==> src/common/kwu_defs.svh <==
// Register offsets, field positions, reset values and timing counts
`ifndef KWU_DEFS_SVH
`define KWU_DEFS_SVH

// Register indexes, byte address is four times the index
`define KWU_IDX_ENABLE   8'h31
`define KWU_IDX_CONTROL  8'h32
`define KWU_IDX_STATUS   8'h33
`define KWU_ADDR_W       10

// Enable register fields
`define KWU_EN_LSB       4
`define KWU_EN_MSB       7
`define KWU_EN_RESET     4'h0

// Control register fields
`define KWU_CTL_STOP     0
`define KWU_CTL_RELEASE_METHOD_SEL     1
`define KWU_RELEASE_METHOD_SEL_RESET   1'h0

// Status register fields
`define KWU_ST_STATE_LSB 0
`define KWU_ST_KEY_LSB   4
`define KWU_ST_PIN       8

// Timing: instruction cycle length and ignore window
`define KWU_CLK_PER_INSTR 4
`define KWU_IGNORE_INSTR  3
`define KWU_WARMUP_CLKS   16
`define KWU_CNT_W         12

// Bus responses
`define KWU_RESP_OKAY    2'h0
`define KWU_RESP_SLVERR  2'h2

`endif

==> src/common/kwu_pkg.sv <==
// Types shared by the key wakeup design
package kwu_pkg;
  typedef enum logic [1:0] {
    ST_RUN    = 2'b00,
    ST_IGNORE = 2'b01,
    ST_STOP   = 2'b10,
    ST_WARMUP = 2'b11
  } pwr_state_e;
endpackage

==> src/rtl/pin_sync.sv <==
// Two-flop synchroniser for asynchronous pin inputs
`timescale 1ns/10ps
module pin_sync #(
  parameter int WIDTH = 1
) (
  input  wire logic             i_clk,
  input  wire logic             i_rst,
  input  wire logic             i_ce,
  input  wire logic [WIDTH-1:0] i_async,
  output logic      [WIDTH-1:0] o_sync
);
  logic [WIDTH-1:0] meta_q;
  logic [WIDTH-1:0] sync_q;
  logic [WIDTH-1:0] meta_d;
  logic [WIDTH-1:0] sync_d;

  // Next values, frozen while enable is low
  always_comb begin
    meta_d = i_ce ? i_async : meta_q;
    sync_d = i_ce ? meta_q : sync_q;
  end

  // First stage feeds only the second
  always_ff @(posedge i_clk) begin
    if (i_rst) begin
      meta_q <= '0;
      sync_q <= '0;
    end else begin
      meta_q <= meta_d;
      sync_q <= sync_d;
    end
  end

  assign o_sync = sync_q;
endmodule // pin_sync

==> src/rtl/key_wakeup.sv <==
// Key wakeup STOP release logic with AXI4-Lite register slave
// Functional notes
// - Four port 3 pins, bits 4 to 7, can release STOP besides the exit pin.
// - Enable bits 7 down to 4 enable each wake pin, 1 enables, 0 disables.
// - The enable register is write-only, upper bits reset to zero.
// - In STOP, a rising or falling edge on an enabled wake pin releases.
// - Release is the OR of the exit pin input and the enabled wake pins.
// - Exit pin releases on high in level mode, on rising edge in edge mode.
// - Release is ignored for three instruction cycles after STOP entry.
// - STOP is entered by the control register; pins watched only in STOP.
// - After release the warm-up period runs before execution resumes.
//
// The AXI4-Lite slave port was chosen for this implementation.
`timescale 1ns/10ps
`include "kwu_defs.svh"
module key_wakeup #(
  parameter int CLK_PER_INSTR = `KWU_CLK_PER_INSTR,
  parameter int IGNORE_INSTR  = `KWU_IGNORE_INSTR,
  parameter int WARMUP_CLKS   = `KWU_WARMUP_CLKS
) (
  input  wire logic        i_clk,
  input  wire logic        i_rst,
  input  wire logic        i_ce,
  input  wire logic [3:0]  i_key_wake,
  input  wire logic        i_stop_pin,
  input  wire logic [31:0] i_awaddr,
  input  wire logic        i_awvalid,
  output logic             o_awready,
  input  wire logic [31:0] i_wdata,
  input  wire logic [3:0]  i_wstrb,
  input  wire logic        i_wvalid,
  output logic             o_wready,
  output logic [1:0]       o_bresp,
  output logic             o_bvalid,
  input  wire logic        i_bready,
  input  wire logic [31:0] i_araddr,
  input  wire logic        i_arvalid,
  output logic             o_arready,
  output logic [31:0]      o_rdata,
  output logic [1:0]       o_rresp,
  output logic             o_rvalid,
  input  wire logic        i_rready,
  output logic             o_stop_active,
  output logic             o_warmup_busy,
  output logic             o_release
);
  localparam logic [`KWU_CNT_W-1:0] IGNORE_CNT =
    `KWU_CNT_W'(IGNORE_INSTR * CLK_PER_INSTR - 1);
  localparam logic [`KWU_CNT_W-1:0] WARMUP_CNT =
    `KWU_CNT_W'(WARMUP_CLKS - 1);

  // Synchronised pins: four wake keys and the exit pin
  logic [4:0] pins_s;
  logic [3:0] key_s;
  logic       stop_s;

  pin_sync #(.WIDTH(5)) u_sync (
    .i_clk   (i_clk),
    .i_rst   (i_rst),
    .i_ce    (i_ce),
    .i_async ({i_stop_pin, i_key_wake}),
    .o_sync  (pins_s)
  );
  assign key_s  = pins_s[3:0];
  assign stop_s = pins_s[4];

  // Bus state
  logic        aw_have_q, aw_have_d, w_have_q, w_have_d;
  logic [31:0] awaddr_q, awaddr_d, wdata_q, wdata_d;
  logic [3:0]  wstrb_q, wstrb_d;
  logic        awrdy_q, awrdy_d, wrdy_q, wrdy_d;
  logic        bvalid_q, bvalid_d, arrdy_q, arrdy_d, rvalid_q, rvalid_d;
  logic [1:0]  bresp_q, bresp_d, rresp_q, rresp_d;
  logic [31:0] rdata_q, rdata_d;
  logic        do_write, en_wr, ctl_wr, stop_cmd;
  logic [`KWU_ADDR_W-1:0] widx, ridx;
  // Register state
  logic [3:0]  en_q, en_d;
  logic        release_method_sel_q, release_method_sel_d;
  // Power state
  kwu_pkg::pwr_state_e   state_q, state_d;
  logic [`KWU_CNT_W-1:0] cnt_q, cnt_d;
  logic [3:0]            cap_q, cap_d;
  logic                  prev_q, prev_d, rel_q, rel_d;
  logic                  key_hit, pin_hit, cause;

  // Write channel acceptance and register update
  always_comb begin
    aw_have_d = aw_have_q;
    awaddr_d  = awaddr_q;
    w_have_d  = w_have_q;
    wdata_d   = wdata_q;
    wstrb_d   = wstrb_q;
    bvalid_d  = bvalid_q;
    bresp_d   = bresp_q;
    en_d      = en_q;
    release_method_sel_d    = release_method_sel_q;
    en_wr     = 1'b0;
    ctl_wr    = 1'b0;
    if (bvalid_q && i_bready) begin
      bvalid_d = 1'b0;
    end
    if (i_awvalid && awrdy_q) begin
      aw_have_d = 1'b1;
      awaddr_d  = i_awaddr;
    end
    if (i_wvalid && wrdy_q) begin
      w_have_d = 1'b1;
      wdata_d  = i_wdata;
      wstrb_d  = i_wstrb;
    end
    widx     = awaddr_d[`KWU_ADDR_W+1:2];
    do_write = aw_have_d && w_have_d && !bvalid_d;
    if (do_write) begin
      aw_have_d = 1'b0;
      w_have_d  = 1'b0;
      bvalid_d  = 1'b1;
      bresp_d   = `KWU_RESP_OKAY;
      case (widx)
        `KWU_ADDR_W'(`KWU_IDX_ENABLE): en_wr = wstrb_d[0];
        `KWU_ADDR_W'(`KWU_IDX_CONTROL): ctl_wr = wstrb_d[0];
        `KWU_ADDR_W'(`KWU_IDX_STATUS): bresp_d = `KWU_RESP_OKAY;
        default: bresp_d = `KWU_RESP_SLVERR;
      endcase
    end
    if (en_wr) begin
      en_d = wdata_d[`KWU_EN_MSB:`KWU_EN_LSB];
    end
    if (ctl_wr) begin
      release_method_sel_d = wdata_d[`KWU_CTL_RELEASE_METHOD_SEL];
    end
    awrdy_d = !aw_have_d && !bvalid_d;
    wrdy_d  = !w_have_d && !bvalid_d;
  end
  assign stop_cmd = ctl_wr && wdata_d[`KWU_CTL_STOP];

  // Read channel; enable register is write-only and reads zero
  always_comb begin
    rvalid_d = rvalid_q;
    rdata_d  = rdata_q;
    rresp_d  = rresp_q;
    ridx     = i_araddr[`KWU_ADDR_W+1:2];
    if (rvalid_q && i_rready) begin
      rvalid_d = 1'b0;
    end
    if (i_arvalid && arrdy_q) begin
      rvalid_d = 1'b1;
      rresp_d  = `KWU_RESP_OKAY;
      rdata_d  = 32'h0;
      case (ridx)
        `KWU_ADDR_W'(`KWU_IDX_ENABLE): rdata_d = 32'h0;
        `KWU_ADDR_W'(`KWU_IDX_CONTROL): rdata_d[`KWU_CTL_RELEASE_METHOD_SEL] = release_method_sel_q;
        `KWU_ADDR_W'(`KWU_IDX_STATUS): begin
          rdata_d[`KWU_ST_STATE_LSB +: 2] = state_q;
          rdata_d[`KWU_ST_KEY_LSB +: 4]   = key_s;
          rdata_d[`KWU_ST_PIN]            = stop_s;
        end
        default: rresp_d = `KWU_RESP_SLVERR;
      endcase
    end
    arrdy_d = !rvalid_d;
  end

  // Release detection
  always_comb begin
    key_hit = |(en_q & (key_s ^ cap_q));
    pin_hit = release_method_sel_q ? stop_s : (stop_s && !prev_q);
    // OR of exit pin and keys
    cause   = key_hit || pin_hit;
  end

  // Power state sequencing
  always_comb begin
    state_d = state_q;
    cnt_d   = cnt_q;
    cap_d   = cap_q;
    rel_d   = 1'b0;
    prev_d  = stop_s;
    case (state_q)
      kwu_pkg::ST_RUN: begin
        if (stop_cmd) begin
          state_d = kwu_pkg::ST_IGNORE;
          cnt_d   = IGNORE_CNT;
          cap_d   = key_s;
        end
      end
      kwu_pkg::ST_IGNORE: begin
        if (cnt_q == '0) begin
          state_d = kwu_pkg::ST_STOP;
        end else begin
          cnt_d = cnt_q - 1'b1;
        end
      end
      kwu_pkg::ST_STOP: begin
        if (cause) begin
          state_d = kwu_pkg::ST_WARMUP;
          cnt_d   = WARMUP_CNT;
          rel_d   = 1'b1;
        end
      end
      kwu_pkg::ST_WARMUP: begin
        if (cnt_q == '0) begin
          state_d = kwu_pkg::ST_RUN;
        end else begin
          cnt_d = cnt_q - 1'b1;
        end
      end
      default: state_d = kwu_pkg::ST_RUN;
    endcase
  end

  // All state registers, frozen while clock enable is low
  always_ff @(posedge i_clk) begin
    if (i_rst) begin
      aw_have_q <= 1'b0;
      w_have_q  <= 1'b0;
      awaddr_q  <= 32'h0;
      wdata_q   <= 32'h0;
      wstrb_q   <= 4'h0;
      awrdy_q   <= 1'b0;
      wrdy_q    <= 1'b0;
      bvalid_q  <= 1'b0;
      bresp_q   <= `KWU_RESP_OKAY;
      arrdy_q   <= 1'b0;
      rvalid_q  <= 1'b0;
      rdata_q   <= 32'h0;
      rresp_q   <= `KWU_RESP_OKAY;
      en_q      <= `KWU_EN_RESET;
      release_method_sel_q    <= `KWU_RELEASE_METHOD_SEL_RESET;
      state_q   <= kwu_pkg::ST_RUN;
      cnt_q     <= '0;
      cap_q     <= 4'h0;
      prev_q    <= 1'b0;
      rel_q     <= 1'b0;
    end else if (i_ce) begin
      aw_have_q <= aw_have_d;
      w_have_q  <= w_have_d;
      awaddr_q  <= awaddr_d;
      wdata_q   <= wdata_d;
      wstrb_q   <= wstrb_d;
      awrdy_q   <= awrdy_d;
      wrdy_q    <= wrdy_d;
      bvalid_q  <= bvalid_d;
      bresp_q   <= bresp_d;
      arrdy_q   <= arrdy_d;
      rvalid_q  <= rvalid_d;
      rdata_q   <= rdata_d;
      rresp_q   <= rresp_d;
      en_q      <= en_d;
      release_method_sel_q    <= release_method_sel_d;
      state_q   <= state_d;
      cnt_q     <= cnt_d;
      cap_q     <= cap_d;
      prev_q    <= prev_d;
      rel_q     <= rel_d;
    end
  end

  // Bus and release outputs straight from flops, stop and warm-up flags decoded from state_q
  assign o_awready     = awrdy_q;
  assign o_wready      = wrdy_q;
  assign o_bvalid      = bvalid_q;
  assign o_bresp       = bresp_q;
  assign o_arready     = arrdy_q;
  assign o_rvalid      = rvalid_q;
  assign o_rdata       = rdata_q;
  assign o_rresp       = rresp_q;
  assign o_release     = rel_q;
  assign o_stop_active = (state_q == kwu_pkg::ST_STOP) ||
                         (state_q == kwu_pkg::ST_IGNORE);
  assign o_warmup_busy = (state_q == kwu_pkg::ST_WARMUP);

  // Checks
  ignore_mask_a: assert property (@(posedge i_clk) disable iff (i_rst)
    state_q == kwu_pkg::ST_IGNORE |=> !o_release)
    else $error("release during ignore window");
  ignore_len_a: assert property (@(posedge i_clk) disable iff (i_rst)
    $rose(state_q == kwu_pkg::ST_IGNORE) |-> cnt_q == IGNORE_CNT)
    else $error("ignore window length wrong");
  release_take_a: assert property (@(posedge i_clk) disable iff (i_rst)
    state_q == kwu_pkg::ST_STOP && cause && i_ce
    |=> state_q == kwu_pkg::ST_WARMUP && o_release)
    else $error("enabled cause did not release");
  no_cause_a: assert property (@(posedge i_clk) disable iff (i_rst)
    state_q == kwu_pkg::ST_STOP && !key_hit && !pin_hit
    |=> state_q == kwu_pkg::ST_STOP)
    else $error("release without cause");
  stop_only_a: assert property (@(posedge i_clk) disable iff (i_rst)
    o_release |-> $past(state_q) == kwu_pkg::ST_STOP)
    else $error("release outside STOP");
  warmup_done_a: assert property (@(posedge i_clk) disable iff (i_rst)
    state_q == kwu_pkg::ST_RUN && $past(state_q) == kwu_pkg::ST_WARMUP
    |-> $past(cnt_q) == '0)
    else $error("warm-up cut short");
  enable_reset_a: assert property (@(posedge i_clk)
    $past(i_rst) |-> en_q == `KWU_EN_RESET)
    else $error("enable bits not cleared by reset");
  enable_write_a: assert property (@(posedge i_clk) disable iff (i_rst)
    en_wr && i_ce |=> en_q == $past(wdata_d[`KWU_EN_MSB:`KWU_EN_LSB]))
    else $error("enable write lost");
  edge_mode_a: assert property (@(posedge i_clk) disable iff (i_rst)
    state_q == kwu_pkg::ST_STOP && !release_method_sel_q && prev_q && !key_hit
    |-> !cause)
    else $error("steady exit pin released in edge mode");
  capture_a: assert property (@(posedge i_clk) disable iff (i_rst)
    $rose(state_q == kwu_pkg::ST_IGNORE) |-> cap_q == $past(key_s))
    else $error("entry levels not captured");
  key_rel_c: cover property (@(posedge i_clk)
    state_q == kwu_pkg::ST_STOP && key_hit ##1 o_release);
  pin_rel_c: cover property (@(posedge i_clk)
    state_q == kwu_pkg::ST_STOP && pin_hit && !key_hit ##1 o_release);
  resume_c: cover property (@(posedge i_clk)
    state_q == kwu_pkg::ST_WARMUP ##1 state_q == kwu_pkg::ST_RUN);
endmodule // key_wakeup

==> config.mk <==
export PLATFORM = sky130hd
export DESIGN_NAME = key_wakeup
export DESIGN_NICKNAME = d
export VERILOG_FILES = /design/src/common/kwu_pkg.sv /design/src/rtl/pin_sync.sv /design/src/rtl/key_wakeup.sv
export VERILOG_INCLUDE_DIRS = /design/src /design/src/common
export SDC_FILE = /design/constraint.sdc
export NUM_CORES = 1
export LEC_CHECK = 0
export ABC_AREA = 1
export BUFFER_PORTS_ARGS = -buffer_cell sky130_fd_sc_hd__buf_2
export CORE_MARGIN = 2
export CORE_UTILIZATION = 30
export CTS_CLUSTER_SIZE = 28
export DETAILED_ROUTE_END_ITERATION = 7
export HOLD_SLACK_MARGIN = 0.03
export PLACE_DENSITY_LB_ADDON = 0.3
export SYNTH_ARGS = -nofsm -noshare
export SYNTH_HDL_FRONTEND = slang
export SYNTH_SLANG_ARGS = --single-unit
==> constraint.sdc <==
create_clock -name i_clk -period 1.75 [get_ports i_clk]
set_input_delay 0.525 -clock i_clk [delete_from_list [all_inputs] [get_ports i_clk]]
set_output_delay 0.525 -clock i_clk [all_outputs]
set_load 0.02 [all_outputs]
# Word level (Yosys, flattened, before mapping)
# Index checks and enable logic that the tools add are counted.
[op_classes] addsub=1 eq_ne=14 mux=32 bitwise=2 reduce_logical=34
[op_table] operator="equality test 10 x 6 -> 1 bit, second input constant" n=6
[op_table] operator="2-to-1 mux 12 bit" n=4
[op_table] operator="one-hot mux 12 bit (3 select lines)" n=1
[op_table] operator="2-to-1 mux 1 bit" n=17
[op_table] operator="zero test 12 bit" n=1
[op_table] operator="2-to-1 mux 2 bit" n=6
[op_table] operator="AND reduction 2 bit" n=6
[op_table] operator="subtractor 12 x 1 -> 12 bit, second input constant" n=1
[op_table] operator="logical AND 1 bit" n=11
[op_table] operator="2-to-1 mux 8 bit" n=1
[op_table] operator="inequality test 2 bit, second input constant" n=4
[op_table] operator="one-hot mux 2 bit (4 select lines)" n=1
[op_table] operator="zero test 1 bit" n=6
[op_table] operator="OR reduction 3 bit" n=2
[op_table] operator="2-to-1 mux 5 bit" n=1
[op_table] operator="AND reduction 5 bit" n=1
[op_table] operator="AND 4 bit" n=1
[op_table] operator="equality test 2 bit, second input constant" n=2
[op_table] operator="AND reduction 4 bit" n=1
[op_table] operator="OR reduction 4 bit" n=1
[op_table] operator="XOR 4 bit" n=1
[op_table] operator="AND reduction 3 bit" n=1
[op_table] operator="equality test 2 x 1 -> 1 bit, second input constant" n=1
[op_table] operator="zero test 2 bit" n=1
[op_table] operator="4 further kinds" n=5
[totals] regBits=74 inputBits=113 elab_cells=107

# Depth between registers and ports, before layout
# Gate-level depths: netlist of the first run.
[logic_depth] word_depth=8 ltp_mapped=14

# By module
# Synthesis of the first run repeated with hierarchy kept, for this count alone.
[hier_totals] hier_cells=568 hier_area_um2=3814.9
[by_module_without_submodules] module="key_wakeup" instances=1 cells_per_inst=505 area_each_um2=3395.8 seq_area_each_um2=1161.1
[by_module_without_submodules] module="pin_sync" instances=1 cells_per_inst=63 area_each_um2=419.2 seq_area_each_um2=200.2

# Worst setup path after synthesis of the first run
# No wires, ideal clock.
[synth_timing] path_kind="input port to flip-flop" from="input i_awvalid" to="register cnt_q[2]" setup_ps=115 arrival_time_ps=1688 t_required_ps=1635 path_slack_ps=-53 cell_stages=14 cell_sequence="buf_6 -> nand2_4 -> buf_6 -> nand2_2 -> nand2_1 -> nor2_2 -> nand2_1 -> nor2_2 -> nand4_2 -> nand2_4 -> buf_6 -> nand3_1 -> nand2_1 -> nor2_1"
[synth_between] elab_chain_len=8 word_cells_on_any_way=11 cone_classes="eq/ne: 2; mux: 4; reduce/logical: 5"
[synth_lines] element="start: declaration" line="key_wakeup.sv:27" rtl="input wire logic i_awvalid,"
[synth_lines] element="logical AND 1 bit (*)" line="key_wakeup.sv:103" rtl="if (i_awvalid && awrdy_q) begin"
[synth_lines] element="2-to-1 mux 12 bit / 2-to-1 mux 1 bit (equally long branches)" line="key_wakeup.sv:103"
[synth_lines] element="equality test 10 x 6 -> 1 bit / logical AND 1 bit (equally long branches)" line="key_wakeup.sv:119, key_wakeup.sv:113"
[synth_lines] element="2-to-1 mux 1 bit / logical AND 1 bit (equally long branches)" line="key_wakeup.sv:119, key_wakeup.sv:113"
[synth_lines] element="2-to-1 mux 1 bit (*)" line="key_wakeup.sv:114" rtl="if (do_write) begin"
[synth_lines] element="logical AND 1 bit (*)" line="key_wakeup.sv:135" rtl="assign stop_cmd = ctl_wr && wdata_d[`KWU_CTL_STOP];"
[synth_lines] element="inequality test 2 bit (no source line) (*)"
[synth_lines] element="AND reduction 4 bit (no source line) (*)"
[synth_lines] element="end signal: assignment" line="key_wakeup.sv:252" rtl="cnt_q <= cnt_d;"
[synth_lines] element="end: declaration" line="key_wakeup.sv:82" rtl="logic [`KWU_CNT_W-1:0] cnt_q, cnt_d;"
# Every way passes the cells marked *; elsewhere a longest branch is shown, timed or not.
# A chain may end at the register's enable or synchronous reset.

# Final worst setup path of the first run
[layout_timing] from="register awrdy_q (netlist: o_awready)" to="register cnt_q[0]"
[layout_between] elab_chain_len=8 word_cells_on_any_way=11 cone_classes="eq/ne: 2; mux: 4; reduce/logical: 5"
[layout_lines] element="start: declaration" line="key_wakeup.sv:71" rtl="logic awrdy_q, awrdy_d, wrdy_q, wrdy_d;"
[layout_lines] element="start signal: assignment" line="key_wakeup.sv:241" rtl="awrdy_q <= awrdy_d;"
[layout_lines] element="logical AND 1 bit (*)" line="key_wakeup.sv:103"
[layout_lines] element="2-to-1 mux 12 bit / 2-to-1 mux 1 bit (equally long branches)" line="key_wakeup.sv:103"
[layout_lines] element="equality test 10 x 6 -> 1 bit / logical AND 1 bit (equally long branches)" line="key_wakeup.sv:119, key_wakeup.sv:113"
[layout_lines] element="2-to-1 mux 1 bit / logical AND 1 bit (equally long branches)" line="key_wakeup.sv:119, key_wakeup.sv:113"
[layout_lines] element="2-to-1 mux 1 bit (*)" line="key_wakeup.sv:114"
[layout_lines] element="logical AND 1 bit (*)" line="key_wakeup.sv:135"
[layout_lines] element="inequality test 2 bit (no source line) (*)"
[layout_lines] element="AND reduction 4 bit (no source line) (*)"
# Marked as above.

==> flow_metrics.tcl, run 1 <==
set metrics [dict create \
    outcome "finished, final reports clean" \
    cts_root_buffer "clkbuf_16" \
    worstPathArrival_ns 1.98 \
    synth_cells 529 \
    finalHoldViolations 0 \
    io_pins 157 \
    synth_edf_count 0 \
    powerDensity_nw_per_um2 1030 \
    holdPathEnd "u_sync.meta_q[4]" \
    tns_ns 0 \
    skew_ns 0.00400 \
    irDropWorstVdd_uv 539 \
    final.setup.worst_slack_ns 0.0380 \
    port_buffers 56 \
    grt_first_pass_wirelength_um 14700 \
    setup_viol 0 \
    synth_cell_types 38 \
    gp_congestion 0.794 \
    end_kind "flop" \
    placed_cells 747 \
    n_fill_cell 1218 \
    grt-busiest-layer "met2" \
    post_drt_wl_per_cell_um 12.0 \
    r2r-end "cnt_q[0]" \
    fp.dieW_um 114 \
    critPathRequiredTime_ns 2.02 \
    synthArstFlopShare 0 \
    cts_num_sinks 68 \
    grt_setup_unrepaired "yes" \
    multi_input_area_um2 2150 \
    p_leak_nw 2.31 \
    seq_area_um2 1370 \
    crit_fanout 7 \
    cts_buffer_depth 2 \
    placed_cell_area_um2 4190 \
    hpwl_um 6260 \
    min_path_cells 3 \
    r2r_cells 13 \
    crit_type "flop to flop" \
    clk_latency_ns 0.33 \
    synth_warnings 0 \
    cts_tree "built" \
    grt_pass1_vias 3288 \
    dieArea_um2 13000 \
    grt_overflow 0 \
    via_count 3545 \
    start_kind "flop" \
    core_um2 11900 \
    dr.pass1.iters 4 \
    final_area_um2 4950 \
    drive_gt1_frac 0.312 \
    cts_max_level 3 \
    rows 40 \
    synthToLayoutAreaGrowth_pct 36.7 \
    drt_iter0_markers 170 \
    utilization 0.416 \
    max_freq_mhz 584 \
    ys_ff_latch 68 \
    via_per_inst 4.61 \
    yosys.area.top_type_share 0.376 \
    antenna_found_initial 0 \
    cts_inserted_buffers 9 \
    met2_usage 0.245 \
    stdcell_count 769 \
    min_from "i_stop_pin" \
    synth_most_common_cell "nand2_1" \
    postRouteAntennaNets 0 \
    antenna_cells 0 \
    rr_startpoint "o_awready" \
    ys_seq_area_frac 0.376 \
    drc 0 \
    ys.flop_type "dfxtp_1" \
    r2r_setup_slack_ns 0.04 \
    maxSlewViolCount 0 \
    pre_cts_ws_ns -0.368 \
    min_period_over_period 0.978 \
    synth_area_leader_cell "dfxtp_1" \
    ys_top_cells_by_area "dfxtp_1, nand2_1, nor2_1, o21ai_0, buf_4" \
    min_period_ns 1.71 \
    initial_core_util 0.304 \
    synth_common_cells "nand2_1, nor2_1, dfxtp_1" \
    grt.met1_usage 0.167 \
    clkTransAtPathRegs_ns 0.06 \
    synth.avg_cell_area_um2 6.85 \
    gr-usage-all-layers 0.140 \
    holdBufCountCts 0 \
    nNetsFinal 735 \
    drt-total-wl_um 9250 \
    grt_start_max_net_pins 50 \
    die_y_um 114 \
    min_path_type "input port to flop" \
    netlist_area_um2 3620 \
    maxCapViolations 0 \
    grtUsageMet3 0.0367 \
]
sequential cells by signal, indices dropped and copies added, names as in the netlist:
name                  count
cnt_q                    12
awaddr_q                 10
o_rdata                   7
wdata_q                   6
u_sync.meta_q             5
u_sync.o_sync             5
cap_q                     4
en_q                      4
state_q                   2
aw_have_q                 1
o_arready                 1
o_awready                 1
o_bresp                   1
o_bvalid                  1
o_release                 1
o_rresp                   1
o_rvalid                  1
o_wready                  1
prev_q                    1
release_method_sel_q      1
w_have_q                  1
wstrb_q                   1
layer usage:
layer / routed length (um) / up-vias
met4: 102 / 0
met3: 390 / 8
met5: 0 / -
met2: 4610 / 75
met1: 4140 / 1630
li1: - / 1832
cell type report:
type	count	share of cell area
inverters	44	0.0339
flip-flops and latches	68	0.277
clock inverters	6	0.0273
repair buffers	100	0.142
clock buffers	10	0.0483
well taps	147	0.0371
multi-input cells	394	0.434
worst max-delay path by stage:
stage,startpoint,endpoint,slack [ns]
final,o_awready,cnt_q[0],0.04
after global routing,o_awready,cnt_q[0],-0.08
after CTS,o_awready,cap_q[3],0.006
after detailed placement,i_awvalid,cap_q[3],-0.37
after global placement,i_awvalid,cnt_q[7],-0.33
after floorplan,i_awvalid,cnt_q[2],-0.04
cells in the final DEF, fill, tap and decap left out, types with 3 or more instances in the layout:
master     netlist  routed
a21oi_1         39      36
a21oi_2          0       3
a31oi_1          5       5
buf_12           0       3
buf_2            3      53
buf_4           27      39
bufinv_16        0       4
clkbuf_16        0      11
conb_1           1      27
dfxtp_1         68      65
inv_1           42      38
inv_2            1       5
mux2i_1          3       3
nand2_1         97      78
nand2_2          4      16
nand2_4          2       9
nand3_1         28      13
nand3_2          1      15
nand4_1          4       4
nor2_1          96      87
nor2_2           4       8
nor2_4           0       5
o21a_1           3       3
o21ai_0         49      45
o21ai_2          1       3
or2_2            4       4
xor2_1           6       6
per-stage QoR:
stage          power [mW]  hold WS [ns]
2_1_floorplan        2.46         0.430
3_3_place_gp         2.68         0.438
3_5_place_dp         2.71         0.449
4_1_cts              5.01         0.413
5_1_grt              5.38         0.420
6_report             5.12         0.418
cell families after synthesis:
group | after synthesis | share of synthesized area
AND/OR/NAND/NOR | 245 | 0.285
XOR/XNOR | 8 | 0.0193
buffers and inverters | 94 | 0.137
multiplexers | 3 | 0.00829
AO/OA/AOI/OAI | 105 | 0.156
other | 1 | 0.00104
flip-flops | 68 | 0.376
adder cells (fa/ha/maj) | 5 | 0.0173
what timing repair did:
item	in CTS	in global routing
endpoints found under the hold margin	0	0
setup endpoints to repair	6	24
setup buffers	1	2
cloned	0	3
pin swaps	4	21
resized for setup	9	78
worst max-delay path: stages (launching register included):
cell     delay, ns
dfxtp_4       0.43
nand2_8       0.11
nand2_4       0.08
nand2_2       0.06
nor2_2        0.13
nand2_2       0.08
nor2_4        0.14
nand4_4       0.10
nand2_4       0.13
buf_12        0.13
nand2_4       0.04
nand2_2       0.05
nand2_1       0.04
nor2_1        0.10
power by group:
| part | leakage [nW] | total, mW | internal [mW] | switching (mW) |
|---|---|---|---|---|
| sequential | 0.558 | 1.73 | 1.65 | 0.0826 |
| clock | 0.175 | 2.27 | 1.57 | 0.693 |
| combinational | 1.58 | 1.12 | 0.466 | 0.658 |
Note: power is estimated with default switching activity, not from simulation.
==> inputs of run 2 (changes only) <==
==> constraint.sdc (replaced) <==
create_clock -name i_clk -period 2.2 [get_ports i_clk]
set_input_delay 0.66 -clock i_clk [delete_from_list [all_inputs] [get_ports i_clk]]
set_output_delay 0.66 -clock i_clk [all_outputs]
set_load 0.02 [all_outputs]
==> run 2 against run 1 <==
Critical path depth fell by 10; total power fell by 27%; worst hold slack improved by 0.036 ns; flip-flop and latch count did not move; via count shrank 6.1%; global-route usage shrank 0.77 points; count of clock-buffer cells in the layout down 1; clock skew grew 0.0080 ns; critical path type is now flop to primary output; largest cell class unchanged; highest routed layer unchanged.
==> flow_metrics.tcl, run 2 (same netlist as run 1, synthesis figures left out) <==
set metrics [dict create \
    clkTransAtPathRegs_ns 0.06 \
    final_common_cell "nand2_1" \
    maxSlewViolCount 0 \
    p_leak_nw 2.09 \
    io_pins 157 \
    port_buffers 56 \
    n_fill_cell 1270 \
    setup_viol 0 \
    antenna_found_initial 0 \
    placed_cell_area_um2 4000 \
    min_period_ns 2.09 \
    multi_input_area_um2 1860 \
    dieArea_um2 13000 \
    cp_num_buf_inv 2 \
    cts_tree "built" \
    core_um2 11900 \
    critPathRequiredTime_ns 1.54 \
    cts_max_level 3 \
    end_kind "primary output" \
    slowest_delay_ns 0.44 \
    cts_root_buffer "clkbuf_16" \
    drt_iter0_markers 97 \
    r2r_setup_slack_ns 0.32 \
    cts_buffer_depth 2 \
    grt_pass1_vias 3145 \
    antenna_cells 0 \
    drt-total-wl_um 8020 \
    grt_overflow 0 \
    max_freq_mhz 478 \
    postRouteAntennaNets 0 \
    cts_inserted_buffers 9 \
    grt_start_max_net_pins 31 \
    hpwl_um 5880 \
    stdcell_count 744 \
    internal_power_mw 2.68 \
    min_period_over_period 0.951 \
    skew_ns 0.0120 \
    cts_resized 0 \
    start_kind "flop" \
    holdBufCountCts 0 \
    die_y_um 114 \
    p_clk_frac 0.447 \
    synthToLayoutAreaGrowth_pct 20.1 \
    seq_area_um2 1360 \
    path_cells "inv_1 > ha_1 > buf_2" \
    largest_reg_flops 12 \
    cts_num_sinks 68 \
    outcome "finished, final reports clean" \
    dr.pass1.iters 4 \
    gp_congestion 0.783 \
    top_register "cnt_q" \
    final_area_um2 4350 \
    clk_latency_ns 0.33 \
    grt_setup_unrepaired "no" \
    critPathTopFamily "flip-flops" \
    gr-usage-all-layers 0.132 \
    min_path_type "flop to flop" \
    rows 40 \
    powerDensity_nw_per_um2 857 \
    drc 0 \
    via_per_inst 4.47 \
    layout_common_cells "nand2_1, nor2_1, dfxtp_1" \
    crit_type "flop to primary output" \
    irDropWorstVdd_uv 336 \
    final.setup.worst_slack_ns 0.108 \
    post_drt_wl_per_cell_um 10.8 \
    seq_power_share 0.367 \
    switching_share 0.282 \
    fp.dieW_um 114 \
    grt_first_pass_wirelength_um 14100 \
    post_cts_buffers 0 \
    maxCapViolations 0 \
    worstPathArrival_ns 1.43 \
    p_switching_mw 1.05 \
    pre_cts_ws_ns -0.0756 \
    placed_cells 728 \
    cpMaxStageDelayCell "dfxtp_1" \
    drive_gt1_frac 0.184 \
    initial_core_util 0.304 \
    crit_fanout 7 \
    finalHoldViolations 0 \
    nNetsFinal 710 \
    via_count 3328 \
    power_frac_comb 0.186 \
]
==> run 2: cell types whose count changed in the layout (fill, tap and decap cells not counted), sizes merged <==
cell    change
buf        -22
bufinv      -1
clkinv      +2
nand2       -1
clkbuf      -3
==> run 2: path summary, 6_finish.rpt <==
kind	cells after the start	start	endpoint
max	3	state_q[0]	o_stop_active
max reg2reg	12	o_awready	state_q[1]
min reg2reg	2	wstrb_q[0]	wstrb_q[0]
min	2	wstrb_q[0]	wstrb_q[0]
==> run 2: per-layer routing <==
metal | track usage | routed length, um | up-vias
li1 | - | - | 1774
met1 | 0.163 | 3940 | 1475
met2 | 0.225 | 3710 | 77
met3 | 0.0367 | 333 | 2
met4 | 0.0407 | 35 | 0
met5 | 0 | 0 | -
==> run 2: area by class of cell <==
class	count	share of cell area
multi-input cells	393	0.428
flip-flops and latches	68	0.313
repair buffers	76	0.0989
clock buffers	9	0.0518
well taps	147	0.0423
inverters	44	0.0380
clock inverters	7	0.0282
==> run 2: power by group through the flow <==
stage	sequential, mW	combinational [mW]	clock [mW]
after floorplan	1.40	0.561	0
after global placement	1.39	0.684	0
after detailed placement	1.40	0.695	0
after CTS	1.37	0.699	1.71
after global routing	1.38	0.803	1.75
final	1.37	0.695	1.66
==> run 2: worst register-to-register path: cells and delay by family, from the launching register on <==
| family | cells | cell delay [ns] |
|---|---|---|
| AND/OR/NAND/NOR | 12 | 1.42 |
| flip-flops | 1 | 0.41 |
==> run 2: stage by stage <==
stage | total power [mW] | hold WS (ns) | util | TNS, ns
2_1_floorplan | 1.96 | 0.430 | - | 0
3_3_place_gp | 2.08 | 0.441 | 0.336 | -0.0322
3_5_place_dp | 2.09 | 0.448 | 0.336 | -0.198
4_1_cts | 3.77 | 0.457 | 0.365 | 0
5_1_grt | 3.94 | 0.488 | 0.365 | 0
6_report | 3.73 | 0.454 | 0.365 | 0
==> inputs of run 3 (changes only) <==
--- a/config.mk
+++ b/config.mk
@@ -6,10 +6,9 @@
 export SDC_FILE = /design/constraint.sdc
 export NUM_CORES = 1
 export LEC_CHECK = 0
-export ABC_AREA = 1
 export BUFFER_PORTS_ARGS = -buffer_cell sky130_fd_sc_hd__buf_2
 export CORE_MARGIN = 2
-export CORE_UTILIZATION = 30
+export CORE_UTILIZATION = 47
 export CTS_CLUSTER_SIZE = 28
 export DETAILED_ROUTE_END_ITERATION = 7
 export HOLD_SLACK_MARGIN = 0.03
==> constraint.sdc (replaced) <==
create_clock -name i_clk -period 2.25 [get_ports i_clk]
set_input_delay 0.675 -clock i_clk [delete_from_list [all_inputs] [get_ports i_clk]]
set_output_delay 0.675 -clock i_clk [all_outputs]
set_load 0.02 [all_outputs]
==> run 3 against run 2 <==
Final cell count is 22% lower; clock power is 32% lower; sequential share of layout area is 1.6 points higher; sequential power is 9% lower; combinational power is 64% lower; flip-flop and latch count stayed put; die area is 39% lower; critical path type is now input port to flop.
==> flow_metrics.tcl, run 3 <==
set metrics [dict create \
    synth_most_common_cell "dfxtp_1" \
    post_cts_buffers 0 \
    cts_buffer_depth 2 \
    port_buffers 56 \
    outcome "finished, final reports clean" \
    fp.dieW_um 88.9 \
    grt_overflow 0 \
    synth_common_cells "dfxtp_1, nor2_1, nand2_1" \
    ys_seq_area_frac 0.402 \
    die_y_um 88.9 \
    max_freq_mhz 461 \
    clk_latency_ns 0.35 \
    crit_fanout 8 \
    antenna_cells 0 \
    io_pins 157 \
    holdBufCountCts 0 \
    cpMaxStageDelayCell "a2111o_1" \
    top_register "cnt_q" \
    netlist_area_um2 3390 \
    ys_ff_latch 68 \
    clkTransAtPathRegs_ns 0.08 \
    min_path_type "flop to flop" \
    tns_ns 0 \
    n_fill_cell 642 \
    dieArea_um2 7900 \
    gr-usage-all-layers 0.202 \
    synth_warnings 0 \
    cts_resized 0 \
    ys.flop_type "dfxtp_1" \
    cts_num_sinks 68 \
    final_common_cell "dfxtp_1" \
    r2r_setup_slack_ns 0.14 \
    core_um2 6870 \
    synth_edf_count 0 \
    finalHoldViolations 0 \
    critPathRequiredTime_ns 2.47 \
    path_cells "buf_2 > nor4b_4 > nand3_2 > a2111o_1 > a211o_4 > o31ai_1 > a221oi_1" \
    grt_setup_unrepaired "no" \
    powerDensity_nw_per_um2 635 \
    initial_core_util 0.493 \
    min_from "awaddr_q[8]" \
    cts_inserted_buffers 9 \
    synthToLayoutAreaGrowth_pct 22.0 \
    min_period_ns 2.17 \
    antenna_found_initial 0 \
    via_per_inst 5.19 \
    utilization 0.602 \
    via_count 3007 \
    hpwl_um 5660 \
    synth.avg_cell_area_um2 8.67 \
    start_kind "input port" \
    yosys.area.top_type_share 0.402 \
    grt_pass1_vias 2734 \
    rows 30 \
    synth_area_leader_cell "dfxtp_1" \
    cts_root_buffer "clkbuf_8" \
    drc 0 \
    skew_ns 0.0110 \
    gp_congestion 0.888 \
    postRouteAntennaNets 0 \
    setup_viol 0 \
    grt_first_pass_wirelength_um 12500 \
    synth_cells 391 \
    ys_top_cells_by_area "dfxtp_1, mux2i_1, buf_4, nor2_1, nand2_1" \
    synthArstFlopShare 0 \
    layout_common_cells "dfxtp_1, buf_2, nor2_1" \
    critPathLaunch "i_awaddr[5]" \
    largest_reg_flops 12 \
    irDropWorstVdd_uv 446 \
    drive_gt1_frac 0.263 \
    grt_start_max_net_pins 39 \
    end_kind "flop" \
    cts_tree "built" \
    slowest_delay_ns 0.43 \
    rr_startpoint "awaddr_q[11]" \
    maxCapViolations 0 \
    dr.pass1.iters 4 \
    synth_cell_types 61 \
    cts_max_level 3 \
    maxSlewViolCount 0 \
    drt_iter0_markers 86 \
    worstPathArrival_ns 2.39 \
    drt-total-wl_um 7590 \
    p_leak_nw 1.90 \
    post_drt_wl_per_cell_um 13.1 \
    crit_type "input port to flop" \
    nNetsFinal 596 \
    min_period_over_period 0.964 \
]
[run 3: where the power goes]
| part | total [mW] | switching (mW) | internal [mW] |
|---|---|---|---|
| clock network | 1.13 | 0.478 | 0.654 |
| registers | 1.25 | 0.0198 | 1.23 |
| logic | 0.248 | 0.149 | 0.0981 |
[run 3: path summary, 6_finish.rpt]
| check | cells past startpoint | to |
|---|---|---|
| hold reg to reg | 2 | awaddr_q[8] |
| setup reg to reg | 6 | cnt_q[0] |
| setup / recovery | 7 | cnt_q[0] |
| hold / removal | 2 | awaddr_q[8] |
[run 3: critical path: cells and delay by family]
kind	cells	cell delay (ns)
AO/OA/AOI/OAI	4	1.15
buffers and inverters	1	0.12
AND/OR/NAND/NOR	2	0.43
[run 3: cell families (layout without fill, tap and decap cells)]
kind of cell,after synthesis,after routing,share of synthesized area
AOI/OAI and AO/OA,76,76,0.152
and+or+nand+nor,150,150,0.218
adders and majority gates,5,5,0.0185
muxes,34,34,0.102
xor gates and xnor gates,4,4,0.0103
DFF,68,68,0.402
other,1,27,0.00111
buffers and inverters,53,119,0.0971
[run 3: through the flow]
step	power [mW]	instances	area, um2	setup slack (ns)	hold WS (ns)
floorplan	1.46	417	3520	-0.0347	0.432
global placement	1.52	563	3910	-0.302	0.440
detailed placement	1.52	563	3910	-0.362	0.448
CTS	2.65	579	4130	0.0104	0.458
global route	2.73	579	4130	0.00508	0.475
finish	2.63	579	4130	0.0807	0.459
[run 3: final cells by class]
type,instances,area (um2),area share
clock inverters,6,87.6,0.0212
well taps,96,120,0.0291
inverters,10,37.5,0.00908
repair buffers,93,558,0.135
clock buffers,10,138,0.0333
flip-flops and latches,68,1360,0.329
multi-input cells,296,1830,0.443
[run 3: layer usage]
layer  vias up  wire, um  part of all wire  GRT usage
met5         -         0                 0          0
met4         0        94             0.012     0.0744
met3         8       408             0.054     0.0563
met2        81      3670              0.48      0.327
met1      1408      3420              0.45      0.259
li1       1510         -                 -          -
